**src/logic/clk_ctrl_pkg.sv**
```systemverilog
// shared constants and types for the clock source and start-up reset unit
package clk_ctrl_pkg;
   // register offsets on the plain register port
   localparam logic [1:0] CTRL_OFS = 2'h0;
   localparam logic [1:0] STAT_OFS = 2'h1;
   // control register bit positions
   localparam int CTRL_HALT_CPU = 0;
   localparam int CTRL_HALT_IO  = 1;
   localparam int CTRL_HALT_ADC = 2;
   localparam int CTRL_SLEEP    = 3;
   // delivered fuse state: calibrated rc, start-up 10, divide programmed
   localparam logic [3:0] FUSE_SRC_RST  = 4'h2;
   localparam logic [1:0] FUSE_SUT_RST  = 2'h2;
   localparam logic       FUSE_DIV8_RST = 1'b0;
   // power-up time-out lengths in watchdog oscillator cycles
   localparam int         TOUT_W     = 14;
   localparam logic [13:0] TOUT_NONE  = 14'h0000;
   localparam logic [13:0] TOUT_SHORT = 14'h0200;
   localparam logic [13:0] TOUT_LONG  = 14'h2000;
   // oscillator stability counts in selected oscillator cycles
   localparam int          STAB_W    = 16;
   localparam logic [15:0] STAB_EXT  = 16'h0006;
   localparam logic [15:0] STAB_258  = 16'h0102;
   localparam logic [15:0] STAB_1K   = 16'h0400;
   localparam logic [15:0] STAB_16K  = 16'h4000;
   localparam logic [15:0] STAB_LF   = 16'h8000;
   // system clock prescaler terminal count for divide by eight
   localparam logic [2:0]  DIV_LAST  = 3'h7;

   typedef struct packed {
      logic [3:0] clock_source_fuses;
      logic [1:0] startup_delay_fuses;
      logic       divide_by_eight_fuse; // 0 means programmed
   } fuse_s;

   typedef struct packed {
      logic cpu;
      logic io;
      logic flash;
      logic async_timer_clock_domain;
      logic adc;
   } domain_s;

   typedef enum logic [1:0] {
      ST_TIMEOUT = 2'b00,
      ST_STABLE  = 2'b01,
      ST_RUN     = 2'b11,
      ST_SLEEP   = 2'b10
   } phase_e;

   typedef enum logic [2:0] {
      SRC_LP_XTAL = 3'h0,
      SRC_FS_XTAL = 3'h1,
      SRC_LF_XTAL = 3'h2,
      SRC_RC128   = 3'h3,
      SRC_RC_CAL  = 3'h4,
      SRC_EXT     = 3'h5,
      SRC_NONE    = 3'h6
   } src_e;

   typedef logic [2:0] sync_t;

   typedef struct packed {
      sync_t       rst_sync;
      sync_t       wake_sync;
      sync_t       wdt_sync;
      sync_t       osc_sync;
      sync_t       asy_sync;
      fuse_s       fuse_m;
      fuse_s       fuse_q;
      phase_e      phase;
      logic        from_reset;
      logic [13:0] power_up_timeout;
      logic [15:0] stab_cnt;
      logic [2:0]  div_cnt;
      logic [3:0]  ctrl;
      logic [7:0]  rdata;
      logic [5:0]  src_sel;
      logic        irst_n;
      logic        sys_ce;
      domain_s     dom_ce;
   } state_s;
endpackage : clk_ctrl_pkg
```
**src/logic/clk_ctrl.sv**
```systemverilog
// clock source selection, domain gating and start-up reset sequencing
//
// Design decisions made here: the register addresses and the address-and-strobe port.
`timescale 1ns/1ps
`default_nettype none
module clk_ctrl
   import clk_ctrl_pkg::*;
#(
   parameter logic [13:0] TOUT_LONG_CYC = TOUT_LONG,
   parameter logic [15:0] STAB_LF_CYC   = STAB_LF
) (
   // clock, reset and freeze
   input  wire logic       ref_clk,
   input  wire logic       arst_n,
   input  wire logic       clk_en,
   // fuse pins, static configuration
   input  wire fuse_s      fuses_in,
   // other reset sources and sleep wake pin, asynchronous
   input  wire logic       rst_src_n,
   input  wire logic       wake_pin,
   // oscillator outputs from other clocks
   input  wire logic       wdt_osc,
   input  wire logic       sel_osc,
   input  wire logic       asy_osc,
   // register port
   input  wire logic [1:0] addr,
   input  wire logic [7:0] wdata,
   input  wire logic       wr,
   input  wire logic       rd,
   output logic      [7:0] rdata,
   // clock selection, internal reset and domain enables
   output logic      [5:0] src_sel,
   output logic            int_rst_n,
   output logic            sys_ce,
   output domain_s         dom_ce
);

   // fuse image held in the sync stages while reset is asserted
   // matches the delivered state so the first edges already see a legal source
   // and the time-out never counts against a half-loaded field
   localparam fuse_s FUSE_RST = '{
      clock_source_fuses:   FUSE_SRC_RST,
      startup_delay_fuses:  FUSE_SUT_RST,
      divide_by_eight_fuse: FUSE_DIV8_RST
   };

   // whole state at reset: internal reset low, no source selected, no ticks
   // synchronisers clear to zero, so the reset source reads as asserted
   // for two edges and the sequencer cannot start before the fuses settle
   localparam state_s STATE_RST = '{
      rst_sync:         3'h0,
      wake_sync:        3'h0,
      wdt_sync:         3'h0,
      osc_sync:         3'h0,
      asy_sync:         3'h0,
      fuse_m:           FUSE_RST,
      fuse_q:           FUSE_RST,
      phase:            ST_TIMEOUT,
      from_reset:       1'b1,
      power_up_timeout: 14'h0000,
      stab_cnt:         16'h0000,
      div_cnt:          3'h0,
      ctrl:             4'h0,
      rdata:            8'h00,
      src_sel:          6'h00,
      irst_n:           1'b0,
      sys_ce:           1'b0,
      dom_ce:           5'h00
   };

   // s is the registered state, n the value it takes at the next enabled edge
   // keeping one struct makes the freeze by clock enable cover every bit
   state_s s;
   state_s n;

   // source fuse field to clock source
   // top bit set means low power crystal whatever the lower bits hold
   // the reserved code falls to the default branch and selects nothing
   function automatic src_e src_decode(input logic [3:0] code);
      if (code[3])
         return SRC_LP_XTAL;
      unique case (code[2:0])
         3'h7, 3'h6: return SRC_FS_XTAL;
         3'h5, 3'h4: return SRC_LF_XTAL;
         3'h3:       return SRC_RC128;
         3'h2:       return SRC_RC_CAL;
         3'h0:       return SRC_EXT;
         default:    return SRC_NONE;
      endcase
   endfunction : src_decode

   // crystal sources index the delay by source bit 0 and start-up bits
   function automatic logic [2:0] xtal_idx(input fuse_s f);
      return {f.clock_source_fuses[0], f.startup_delay_fuses};
   endfunction : xtal_idx

   // low power and full swing crystals share one start-up table
   // the low frequency crystal is kept apart: its count is much longer
   function automatic logic is_xtal(input src_e src);
      return (src == SRC_LP_XTAL) || (src == SRC_FS_XTAL);
   endfunction : is_xtal

   // power-up time-out length in watchdog cycles
   // a zero length is only safe when a brown-out monitor guards the supply
   // non-crystal sources pick the length from the start-up field alone
   function automatic logic [13:0] tout_len(input src_e src, input fuse_s f);
      logic [2:0] i;
      i = xtal_idx(f);
      if (is_xtal(src)) begin
         unique case (i)
            3'h2, 3'h5:       return TOUT_NONE;
            3'h0, 3'h3, 3'h6: return TOUT_SHORT;
            default:          return TOUT_LONG_CYC;
         endcase
      end
      unique case (f.startup_delay_fuses)
         2'h0:    return TOUT_NONE;
         2'h1:    return TOUT_SHORT;
         default: return TOUT_LONG_CYC;
      endcase
   endfunction : tout_len

   // oscillator stability length in selected oscillator cycles
   // resonators settle quicker than crystals, hence the shorter counts
   // external and rc sources only need the minimum count
   function automatic logic [15:0] stab_len(input src_e src, input fuse_s f);
      logic [2:0] i;
      i = xtal_idx(f);
      if (src == SRC_LF_XTAL)
         return STAB_LF_CYC;
      if (!is_xtal(src))
         return STAB_EXT;
      unique case (i)
         3'h0, 3'h1:       return STAB_258;
         3'h2, 3'h3, 3'h4: return STAB_1K;
         default:          return STAB_16K;
      endcase
   endfunction : stab_len

   // whole next-state computation
   always_comb begin
      logic        wdt_tick;
      logic        osc_tick;
      logic        asy_tick;
      logic        sys_tick;
      logic        run;
      src_e        src;
      logic [13:0] tlen;
      logic [15:0] slen;
      wdt_tick = 1'b0;
      osc_tick = 1'b0;
      asy_tick = 1'b0;
      sys_tick = 1'b0;
      run      = 1'b0;
      src      = SRC_NONE;
      tlen     = TOUT_NONE;
      slen     = STAB_EXT;
      n        = s;

      // two-stage synchronisers, third stage only for edge detection
      // oscillator phases shorter than one reference cycle can be lost here,
      // so the reference must run well above every counted oscillator
      n.rst_sync  = {s.rst_sync[1:0], rst_src_n};
      n.wake_sync = {s.wake_sync[1:0], wake_pin};
      n.wdt_sync  = {s.wdt_sync[1:0], wdt_osc};
      n.osc_sync  = {s.osc_sync[1:0], sel_osc};
      n.asy_sync  = {s.asy_sync[1:0], asy_osc};
      n.fuse_m    = fuses_in;
      n.fuse_q    = s.fuse_m;
      wdt_tick    = s.wdt_sync[1] & ~s.wdt_sync[2];
      osc_tick    = s.osc_sync[1] & ~s.osc_sync[2];
      asy_tick    = s.asy_sync[1] & ~s.asy_sync[2];

      src  = src_decode(s.fuse_q.clock_source_fuses);
      tlen = tout_len(src, s.fuse_q);
      slen = stab_len(src, s.fuse_q);

      // register port: read data only in the cycle after the strobe
      // idle read data is zero so a bus or-tree needs no extra gating
      n.rdata = 8'h00;
      if (rd) begin
         unique case (addr)
            CTRL_OFS: n.rdata = {4'h0, s.ctrl};
            STAT_OFS: n.rdata = {s.fuse_q.clock_source_fuses,
                                 ~s.fuse_q.divide_by_eight_fuse,
                                 src == SRC_NONE, s.phase};
            default:  n.rdata = 8'h00;
         endcase
      end
      if (wr && addr == CTRL_OFS)
         n.ctrl = wdata[3:0];

      // start-up and sleep sequencing
      // timeout counts watchdog ticks, stable counts selected oscillator ticks;
      // wake from sleep skips the timeout because the supply is already up;
      // a reserved source code parks the sequencer in timeout for good
      unique case (s.phase)
         ST_TIMEOUT: begin
            if (src == SRC_NONE) begin
               n.power_up_timeout = 14'h0000;
            end else if (tlen == TOUT_NONE) begin
               n.phase = ST_STABLE;
            end else if (wdt_tick) begin
               if (s.power_up_timeout == tlen - 14'h0001) begin
                  n.phase = ST_STABLE;
                  n.power_up_timeout = 14'h0000;
               end else begin
                  n.power_up_timeout = s.power_up_timeout + 14'h0001;
               end
            end
         end
         ST_STABLE: begin
            if (src != SRC_NONE && osc_tick) begin
               if (s.stab_cnt == slen - 16'h0001) begin
                  n.phase      = ST_RUN;
                  n.stab_cnt   = 16'h0000;
                  n.from_reset = 1'b0;
               end else begin
                  n.stab_cnt = s.stab_cnt + 16'h0001;
               end
            end
         end
         ST_RUN: begin
            if (s.ctrl[CTRL_SLEEP])
               n.phase = ST_SLEEP;
         end
         ST_SLEEP: begin
            // wake pin is sampled on ref_clk, not on any gated domain
            if (s.wake_sync[1]) begin
               n.phase = ST_STABLE;
               n.ctrl[CTRL_SLEEP] = 1'b0;
            end
         end
      endcase

      // a reasserted reset source overrides the phase, counters and control register set above
      if (!s.rst_sync[1]) begin
         n.phase            = ST_TIMEOUT;
         n.from_reset       = 1'b1;
         n.power_up_timeout = 14'h0000;
         n.stab_cnt         = 16'h0000;
         n.ctrl             = 4'h0;
      end

      // prescaler keeps counting so the divided phase never jumps
      // trade-off: the first divided tick after release may come early
      n.div_cnt = s.div_cnt + 3'h1;
      sys_tick  = s.fuse_q.divide_by_eight_fuse
                  || (s.div_cnt == DIV_LAST);
      run       = (s.phase == ST_RUN);

      // outputs, all registered
      // internal reset follows the next phase so it lifts on the same edge
      // that enters run; wake from sleep keeps it high throughout
      n.irst_n = !(n.phase == ST_TIMEOUT
                   || (n.phase == ST_STABLE && n.from_reset));
      n.src_sel = 6'h00;
      if (src != SRC_NONE)
         n.src_sel[src] = 1'b1;
      n.sys_ce = sys_tick && run;
      n.dom_ce.cpu   = n.sys_ce && !s.ctrl[CTRL_HALT_CPU];
      n.dom_ce.flash = n.sys_ce && !s.ctrl[CTRL_HALT_CPU];
      n.dom_ce.io    = n.sys_ce && !s.ctrl[CTRL_HALT_IO];
      n.dom_ce.adc   = n.sys_ce && !s.ctrl[CTRL_HALT_ADC];
      // timer domain ignores sleep so real time keeps counting
      n.dom_ce.async_timer_clock_domain = asy_tick && s.irst_n;
   end

   // single state register; clock enable freezes everything
   // domains get enable pulses, not gated clocks, to keep one clock tree
   always_ff @(posedge ref_clk or negedge arst_n) begin
      if (!arst_n) begin
         s <= STATE_RST;
      end else if (clk_en) begin
         s <= n;
      end
   end

   // every output is a plain copy of a state bit, so no logic sits after the flops
   assign rdata     = s.rdata;
   assign src_sel   = s.src_sel;
   assign int_rst_n = s.irst_n;
   assign sys_ce    = s.sys_ce;
   assign dom_ce    = s.dom_ce;

endmodule : clk_ctrl
`default_nettype wire

```
**config.mk**
```make
export PLATFORM = sky130hd
export DESIGN_NAME = clk_ctrl
export DESIGN_NICKNAME = d
export VERILOG_FILES = /design/src/logic/clk_ctrl_pkg.sv /design/src/logic/clk_ctrl.sv
export SDC_FILE = /design/constraint.sdc
export NUM_CORES = 1
export LEC_CHECK = 0
export BUFFER_PORTS_ARGS = -buffer_cell sky130_fd_sc_hd__buf_4
export CELL_PAD_IN_SITES_DETAIL_PLACEMENT = 2
export CELL_PAD_IN_SITES_GLOBAL_PLACEMENT = 2
export CORE_MARGIN = 2
export CORE_UTILIZATION = 38
export DETAILED_ROUTE_END_ITERATION = 10
export PLACE_DENSITY_LB_ADDON = 0.08
export SYNTH_ARGS = -nofsm -noshare
export SYNTH_HDL_FRONTEND = slang
export SYNTH_SLANG_ARGS = --single-unit
```
**constraint.sdc**
```tcl
create_clock -name ref_clk -period 3.78 [get_ports ref_clk]
set_clock_uncertainty 0.2 [all_clocks]
set_input_delay 0.189 -clock ref_clk [delete_from_list [all_inputs] [get_ports ref_clk]]
set_output_delay 0.189 -clock ref_clk [all_outputs]
set_load 0.02 [all_outputs]
```
==> summary.txt, run 1 <==
STA
  – Setup tns final: 0 ps
  – Least-Margin Pin Slew: 901 ps
  – Setup Viol. Count Final: 0
  – RSZ-0062 raised after global routing: false
  – Rel. slew slack: 0.399
  – Fmax: 296 MHz
  – Min Hold Slack: -0.435 ps
  – Fin. max-slew vios: 0
  – Final Hold Violating Endpoints: 1
  – Tcrit/Tclk final: 0.895
  – Fin crit period: 3380 ps
  – Final WS setup: 397 ps

Setup path
  – WP data required: 3810 ps
  – R2R Path Start: s[66]
  – CP Capture Type: flop
  – CP cell instances: buf_4 -> nor2_1 -> a21oi_1 -> ha_1 -> ha_1 -> xnor2_1 -> nor3b_1 -> nand4_1 -> a2111oi_4 -> buf_4 -> nor4b_1 -> a221o_1
  – CP Class: reg -> reg
  – CP peak stage delay: 450 ps
  – Crit-path max FO: 7
  – Crit start category: flop
  – CP Launch Point: s[66]
  – Slowest-stage cell, CP: dfrtp_1
  – WP buf/inv: 2
  – CP delay by family, top: compound AO/OA/AOI/OAI gates
  – Arr. time, crit path: 3410 ps

Global routing
  – Largest net degree at the start of global routing: 69
  – Remaining global-route overflow: 0
  – Initial antenna violation count: 0
  – GRT Total Usage: 0.199
  – First-pass GRT wire length: 20900 um
  – Vias in the first global route: 4056

Floorplanning
  – DIE WIDTH: 115 um
  – Io pins: 48
  – Placeable Area: 12100 sq um
  – Die footprint: 13300 sq um
  – Initial Utilization: 0.391
  – Die Y: 115 um
  – Std-Cell Rows: 40

Synthesis
  – Seq/Total Area, Yosys: 0.463
  – Synthesis warning total: 0
  – Top FF cell, synth: dfrtp_1
  – Number of synthesized flops with an enable pin: 0
  – Synthesized instance count: 478
  – Syn_area_per_cell: 9.87 sq um
  – Register bit total from synthesis: 87
  – Mapped Nets: 512
  – Ys async rst share: 1.00
  – Unique masters post-synth: 63
  – Synthesized cell area: 4720 sq um

Routing
  – DRT iter0 DRCs: 128
  – Routed Antenna Nets: 0
  – Vias: 3708
  – Vias per cell: 5.38
  – Total wire length: 12400 um
  – First drt pass iteration count: 4
  – Routed len/inst: 18.0 um
  – DR DRC count: 0

Placed design
  – Pre-CTS setup slack: 397 ps
  – HPWL Detailed: 8320 um
  – Port bufs: 43
  – Final Wtd Congestion: 0.748

Pwr
  – Net Sw Frac: 0.288
  – P per Cell Area: 483 nW/um^2
  – Int Power: 1.92 mW
  – Clock power frac: 0.384
  – Switching power: 774 uW
  – Sequential share of power: 0.429
  – Max VDD drop: 184 uV
  – Logic pwr share: 0.186
  – Leak pwr: 2.44 nW

Min path
  – Min-Delay Path Class: in -> reg
  – Worst hold start: wdata[3]

Clock network
  – Clock latency on the worst-skew pair: 350 ps
  – TritonCTS buffer count: 9
  – Clock Path Buffers: 2
  – Post-CTS Resized: 0
  – Setup bufs post-CTS: 0
  – Worst-path clk slew: 60 ps
  – CTS Root Cell: clkbuf_16
  – Clock Sinks: 87
  – Hold_buf cts: 17
  – Htree depth: 3
  – CTS tree: yes

Cells and area
  – Share of cells above drive strength 1: 0.226
  – # diodes: 0
  – Area Growth Syn to Fin: 18.2%
  – Layout Nets: 550

Job
  – Max-Cap Viols: 0

Run status
  – Status: complete, but fails checks
  – Failing checks: hold timing
## final cells by class
type                            instances  area, sq um
Clock buffer                           11          233
Fill cell                            1261         6480
Inverter                               28          105
Sequential cell                        87         2180
Clock inverter                          5          108
Tap cell                              168          210
Timing Repair Buffer                   72          583
Multi-Input combinational cell        318         2150
## worst paths after layout
path	to	cells past startpoint	slack (ps)
max	s[30]	12	400
min	s[24]	3	-0.4
max reg2reg	s[30]	12	400
min reg2reg	s[52]	1	290
max in group asynchronous	n[63]	3	2170
min in group asynchronous	s[51]	2	330
## worst reg2reg max path, stage by stage (launching register included)
cell	delay, ps
dfrtp_1	450
buf_4	190
nor2_1	250
a21oi_1	110
ha_1	270
ha_1	330
xnor2_1	140
nor3b_1	180
nand4_1	160
a2111oi_4	410
buf_4	240
nor4b_1	70
a221o_1	270
## kinds of logic after synthesis
group | after synthesis | share of synthesized area
AND/OR/NAND/NOR | 165 | 0.181
AO/OA/AOI/OAI | 99 | 0.153
flip-flops | 87 | 0.463
buffers and inverters | 73 | 0.0809
multiplexers | 35 | 0.0817
XOR/XNOR | 12 | 0.0223
adder cells (fa/ha/maj) | 7 | 0.0186
## synth_stat cells, types with 7 or more instances
cell,instances,area (sq um)
a211o_1,7,61.3
a21oi_1,8,40.0
a22o_1,9,78.8
buf_4,19,143
clkbuf_1,13,48.8
dfrtp_1,82,2050
ha_1,7,87.6
inv_1,28,105
mux2_2,28,315
mux2i_1,7,70.1
nand2_1,41,154
nand3_1,24,120
nand4_1,9,56.3
nor2_1,30,113
nor3_1,14,70.1
o21ai_0,29,145
o22ai_1,8,50.1
xor2_1,7,61.3
## per-stage QoR
stage	hold slack, ps	cells	util	total power, mW	area, sq um
4_1_cts	1.94	689	0.462	2.73	5580
6_report	-0.435	689	0.462	2.69	5580
5_1_grt	17.9	689	0.462	2.84	5580
2_1_floorplan	-307	478	-	1.49	4720
3_3_place_gp	181	656	0.420	1.63	5070
3_5_place_dp	188	656	0.420	1.66	5070
## flip-flops by register name, summed over array words and instances, names as in the netlist
signal and cells:
s 50, rdata 8, int_rst_n 1, src_sel 6
n 17, sys_ce 1, dom_ce 4
## power groups by stage
| stage | sequential (mW) | combinational, mW | clock, mW |
|---|---|---|---|
| finish | 1.16 | 0.502 | 1.03 |
| global route | 1.18 | 0.567 | 1.10 |
| global placement | 1.16 | 0.468 | 0 |
| detailed placement | 1.17 | 0.491 | 0 |
| floorplan | 1.12 | 0.373 | 0 |
| CTS | 1.15 | 0.511 | 1.06 |
## layer usage
metal,vias up,wire length [um],track usage
met3,15,301,0.0293
met1,1892,5730,0.259
li1,1758,-,-
met5,-,0,0
met2,43,6190,0.340
met4,0,198,0.0683
## placed cells by master, fill, tap and decap left out, drive strengths merged, types with 4 or more instances in the layout
master       netlist  final
nor3b              5      5
a22o               9      9
nor2              31     31
nand4              9      9
ha                 7      7
inv               28     29
or4                4      4
xor2               7      7
o22ai              8      8
nand2b             4      4
mux2i              7      7
dfrtp             82     82
nor3              14     14
and2               4      4
buf               32     55
dlygate4sd3        0     17
and3               4      4
dfstp              5      5
or2                7      7
nand2             41     41
mux2              28     28
a211o              7      7
o31ai              5      5
nand3             24     24
nor2b              4      4
xnor2              5      5
o21ai             31     31
a21oi              9      9
clkbuf            13     11
Power figures use the tool's default switching activity.
==> inputs of run 2 (changes only) <==
--- a/config.mk
+++ b/config.mk
@@ -11,6 +11,7 @@
 export CORE_MARGIN = 2
 export CORE_UTILIZATION = 38
 export DETAILED_ROUTE_END_ITERATION = 10
+export MAX_ROUTING_LAYER = met4
 export PLACE_DENSITY_LB_ADDON = 0.08
 export SYNTH_ARGS = -nofsm -noshare
 export SYNTH_HDL_FRONTEND = slang
==> run 2 against run 1 <==
  * The flow now finishes without violations
  * Sequential share of layout area stayed put
  * First-iteration DRC count is 7.0% higher
  * Non-clock buffer count stayed put
  * Critical endpoint unchanged
  * Largest power group unchanged
==> summary.txt, run 2 (same netlist as run 1, synthesis figures left out) <==
STA
  – Tcrit/Tclk final: 0.896
  – Fin crit period: 3390 ps
  – Fmax: 295 MHz
  – Setup Viol. Count Final: 0
  – Rel. slew slack: 0.399
  – Least-Margin Pin Slew: 902 ps
  – Final Hold Violating Endpoints: 0
  – RSZ-0062 raised after global routing: false
  – Fin. max-slew vios: 0
  – Setup tns final: 0 ps
  – Min Hold Slack: 0.000944 ps

Floorplanning
  – Io pins: 48
  – Placeable Area: 12100 sq um
  – Die footprint: 13300 sq um
  – DIE WIDTH: 115 um
  – Die Y: 115 um
  – Std-Cell Rows: 40
  – Initial Utilization: 0.391

Clock network
  – Post-CTS Resized: 0
  – Htree depth: 3
  – Clock Sinks: 87
  – Clock latency on the worst-skew pair: 350 ps
  – CTS Root Cell: clkbuf_16
  – Clock Path Buffers: 2
  – CTS tree: yes
  – TritonCTS buffer count: 9
  – Worst-path clk slew: 60 ps

Cells and area
  – Share of cells above drive strength 1: 0.226
  – Fill cell count: 1261
  – Layout Nets: 550
  – Commonest cells after routing, fill and taps aside: 82 x dfrtp_1, 55 x buf_4, 41 x nand2_1
  – Largest register by flop count: s
  – Finished Layout Cells: 689
  – Max FFs per register: 50
  – Area Growth Syn to Fin: 18.2%
  – Finished Cell Area: 5580 sq um
  – Commonest non-fill, non-tap cell in the layout: dfrtp_1
  – # diodes: 0

Setup path
  – Slowest-stage cell, CP: dfrtp_1
  – Arr. time, crit path: 3420 ps
  – R2r setup slk: 390 ps
  – Crit start category: flop
  – WP data required: 3810 ps
  – CP delay by family, top: compound AO/OA/AOI/OAI gates
  – WP buf/inv: 2
  – CP Class: reg -> reg
  – CP cell instances: buf_4 -> nor2_1 -> a21oi_1 -> ha_1 -> ha_1 -> xnor2_1 -> nor3b_1 -> nand4_1 -> a2111oi_4 -> buf_4 -> nor4b_1 -> a221o_1
  – CP Capture Type: flop
  – CP peak stage delay: 450 ps
  – Crit-path max FO: 7

Routing
  – First drt pass iteration count: 4
  – Routed Antenna Nets: 0
  – Vias per cell: 5.39
  – DR DRC count: 0
  – Total wire length: 12400 um
  – Vias: 3715
  – DRT iter0 DRCs: 137
  – Routed len/inst: 18.0 um

Run status
  – Status: completed

Pwr
  – Leak pwr: 2.44 nW
  – Max VDD drop: 186 uV
  – Pwr Total: 2.69 mW
  – P per Cell Area: 483 nW/um^2

Min path
  – Min-Delay Path Class: in -> reg

Placed design
  – Port bufs: 43
  – Placed Area: 5070 sq um
  – # placed instances: 656
  – Final Wtd Congestion: 0.757
  – HPWL Detailed: 8320 um

Global routing
  – Vias in the first global route: 4074
  – First-pass GRT wire length: 20800 um
  – Largest net degree at the start of global routing: 69
  – Remaining global-route overflow: 0
  – Initial antenna violation count: 0
  – GRT Total Usage: 0.205

Job
  – Max-Cap Viols: 0
[run 2: cell counts in the layout (fill, tap and decap cells not counted)]
No cell type changed its count.
[run 2: final cells by class]
class,count,area (sq um),area share
Clock buffer,11,233,0.0417
Clock inverter,5,108,0.0193
Inverter,28,105,0.0188
Multi-Input combinational cell,318,2150,0.386
Sequential cell,87,2180,0.392
Tap cell,168,210,0.0377
Timing Repair Buffer,72,583,0.105
[run 2: layer usage]
layer / up-vias / global-route usage / wire, um
li1: 1758 / - / -
met1: 1897 / 0.257 / 5700
met2: 45 / 0.341 / 6200
met3: 15 / 0.0277 / 298
met4: 0 / 0.0683 / 197
met5: - / - / 0
[run 2: where the power goes]
group | switching [mW] | internal, mW | leakage [nW]
registers | 0.120 | 1.04 | 1.13
logic | 0.270 | 0.232 | 1.15
clock network | 0.383 | 0.650 | 0.164
[run 2: worst paths after layout]
kind                            cells past startpoint     start    end
worst min register to register                      2     n[88]  n[89]
max in group asynchronous                           3    arst_n  n[63]
worst max-delay path                               12     s[66]  s[30]
min in group asynchronous                           2    arst_n  s[51]
worst max register to register                     12     s[66]  s[30]
worst min-delay path                                3  wdata[3]  s[24]
[run 2: per-stage QoR]
step / setup WS (ps) / util
after floorplan: 727 / -
after global placement: 343 / 0.420
after detailed placement: 397 / 0.420
after CTS: 361 / 0.462
after global routing: 108 / 0.462
final: 394 / 0.462
[run 2: tightest hold or removal path, cell delays in order]
cell,delay (ps)
buf_4,80
mux2i_1,70
a21oi_1,150
[run 2: repair_timing]
item / CTS / global route
setup buffers: 0 / 0
endpoints found under the setup margin: 0 / 0
hold buffers: 17 / 0
hold endpoints to repair: 83 / 0
==> inputs of run 3 (changes only) <==
==> constraint.sdc (replaced) <==
create_clock -name ref_clk -period 3.78 [get_ports ref_clk]
set_clock_uncertainty 0.2 [all_clocks]
set_input_delay 0 -clock ref_clk [delete_from_list [all_inputs] [get_ports ref_clk]]
set_output_delay 0 -clock ref_clk [all_outputs]
set_load 0.02 [all_outputs]
==> run 3 against run 2 <==
  * First-iteration DRC count up 20%
  * Utilization up 0.35 points
  * Count of clock-buffer cells in the layout unchanged
  * Die area unchanged
  * Critical path depth unchanged
  * Clock power down 15%
  * Sequential share of layout area down 0.30 points
  * Total power down 5.2%
  * Critical path type unchanged
  * Critical endpoint is now s[46]
==> summary.txt, run 3 (same netlist as run 1, synthesis figures left out) <==
Run status
  – Status: completed

Setup path
  – CP Capture Type: flop
  – CP peak stage delay: 530 ps
  – Slowest-stage cell, CP: dfrtp_1
  – R2R cell count: 12
  – Arr. time, crit path: 3430 ps
  – CP most frequent cell: o21ai_0
  – R2r setup slk: 380 ps
  – WP data required: 3810 ps
  – Crit start category: flop
  – Reg2reg end: s[46]
  – CP Class: reg -> reg
  – Crit-path max FO: 12
  – CP cell instances: a21o_1 -> nand2_1 -> o21ai_0 -> a221oi_1 -> ha_1 -> xnor2_1 -> nor4b_2 -> o211ai_1 -> o31ai_2 -> or2_1 -> buf_4 -> o21ai_0
  – R2R Path Start: s[66]

Routing
  – Vias: 3762
  – DRT met1 WL: 5960 um
  – DRT iter0 DRCs: 165
  – Total wire length: 13300 um
  – DR WL met2: 6870 um
  – Routed Antenna Nets: 0
  – Met3 wire length: 270 um
  – First drt pass iteration count: 4
  – Vias per cell: 5.39
  – Top Metal Used: met4
  – Routed len/inst: 19.0 um
  – DR DRC count: 0

Cells and area
  – Finished Cell Area: 5620 sq um
  – Area Growth Syn to Fin: 19.1%
  – Share of cells above drive strength 1: 0.225
  – Layout Nets: 559
  – Commonest non-fill, non-tap cell in the layout: dfrtp_1
  – Max FFs per register: 50
  – Fill cell count: 1280
  – Commonest cells after routing, fill and taps aside: 82 x dfrtp_1, 54 x buf_4, 41 x nand2_1
  – Fin util: 0.466
  – Largest register by flop count: s
  – # diodes: 0

Pwr
  – P per Cell Area: 454 nW/um^2
  – Max VDD drop: 173 uV
  – Leak pwr: 2.45 nW

STA
  – Setup Viol. Count Final: 0
  – Least-Margin Pin Slew: 933 ps
  – RSZ-0062 raised after global routing: false
  – Fmax: 294 MHz
  – Tcrit/Tclk final: 0.898
  – Fin. max-slew vios: 0
  – Final Hold Violating Endpoints: 0
  – Fin crit period: 3400 ps
  – Rel. slew slack: 0.378
  – Setup tns final: 0 ps

Floorplanning
  – Initial Utilization: 0.391
  – Die footprint: 13300 sq um
  – Die Y: 115 um
  – Std-Cell Rows: 40
  – Io pins: 48
  – DIE WIDTH: 115 um
  – Placeable Area: 12100 sq um

Clock network
  – Worst-path clk slew: 70 ps
  – Clock Sinks: 87
  – Setup bufs post-CTS: 0
  – TritonCTS buffer count: 9
  – Clock Path Buffers: 2
  – CTS Root Cell: clkbuf_16
  – Clock latency on the worst-skew pair: 360 ps
  – CTS tree: yes
  – Htree depth: 3

Job
  – Max-Cap Viols: 0

Global routing
  – Initial antenna violation count: 0
  – Remaining global-route overflow: 0
  – GRT Total Usage: 0.223
  – Largest net degree at the start of global routing: 71
  – First-pass GRT wire length: 22300 um
  – Vias in the first global route: 4172

Min path
  – Hold path depth: 5
  – Worst hold endpoint: rdata[7]
  – Worst hold start: rd
  – Min-Delay Path Class: in -> reg

Placed design
  – Port bufs: 43
  – Final Wtd Congestion: 0.779
  – Placed Area: 5060 sq um
  – HPWL Detailed: 8380 um
-- run 3: cell count changes in the layout (fill, tap and decap cells not counted), sizes merged --
cell / delta
clkinvlp: +2
buf: -1
dlygate4sd3: +10
bufinv: -3
clkinv: +1
-- run 3: critical path: cells and delay by family, from the launching register on --
kind / cells / cell delay [ps]
XOR/XNOR: 1 / 150
adder cells (fa/ha/maj): 1 / 330
AO/OA/AOI/OAI: 6 / 1330
AND/OR/NAND/NOR: 3 / 560
buffers and inverters: 1 / 160
flip-flops: 1 / 530
-- run 3: timing repair --
| item | in CTS | in global routing |
|---|---|---|
| hold endpoints to repair | 98 | 0 |
| gates resized for setup | 0 | 1 |
| hold buffers | 27 | 0 |
| setup endpoints to repair | 0 | 6 |
-- run 3: final cells by class --
cell class | instances | area, sq um | area share
Clock inverter | 5 | 41.3 | 0.00735
Tap cell | 168 | 210 | 0.0374
Inverter | 28 | 105 | 0.0187
Timing Repair Buffer | 81 | 676 | 0.120
Sequential cell | 87 | 2180 | 0.389
Multi-Input combinational cell | 318 | 2160 | 0.385
Clock buffer | 11 | 243 | 0.0432
-- run 3: power breakdown --
part	internal (mW)	switching [mW]	total, mW
clock network	0.469	0.404	0.873
registers	1.04	0.126	1.16
logic	0.237	0.279	0.516
total	1.74	0.810	2.55
-- run 3: stage by stage --
| step | worst slack, ps | total power, mW | cells | hold WS (ps) |
|---|---|---|---|---|
| 2_1_floorplan | 727 | 1.49 | 478 | -496 |
| 4_1_cts | 202 | 2.57 | 698 | 17.7 |
| 3_5_place_dp | 215 | 1.66 | 655 | 7.14 |
| 6_report | 384 | 2.55 | 698 | 17.8 |
| 5_1_grt | 44.6 | 2.69 | 698 | 73.7 |
| 3_3_place_gp | 355 | 1.62 | 655 | 6.96 |
-- run 3: routing by layer --
metal,global-route usage,up-vias
li1,-,1779
met1,0.275,1927
met2,0.378,42
met3,0.0319,14
met4,0.0675,0
met5,-,-
-- run 3: worst max path at each step --
stage,end,start,cells past startpoint
floorplan,s[46],s[66],13
global placement,s[46],s[66],12
detailed placement,s[46],s[66],12
CTS,s[46],s[66],12
global route,s[48],s[66],12
finish,s[46],s[66],12
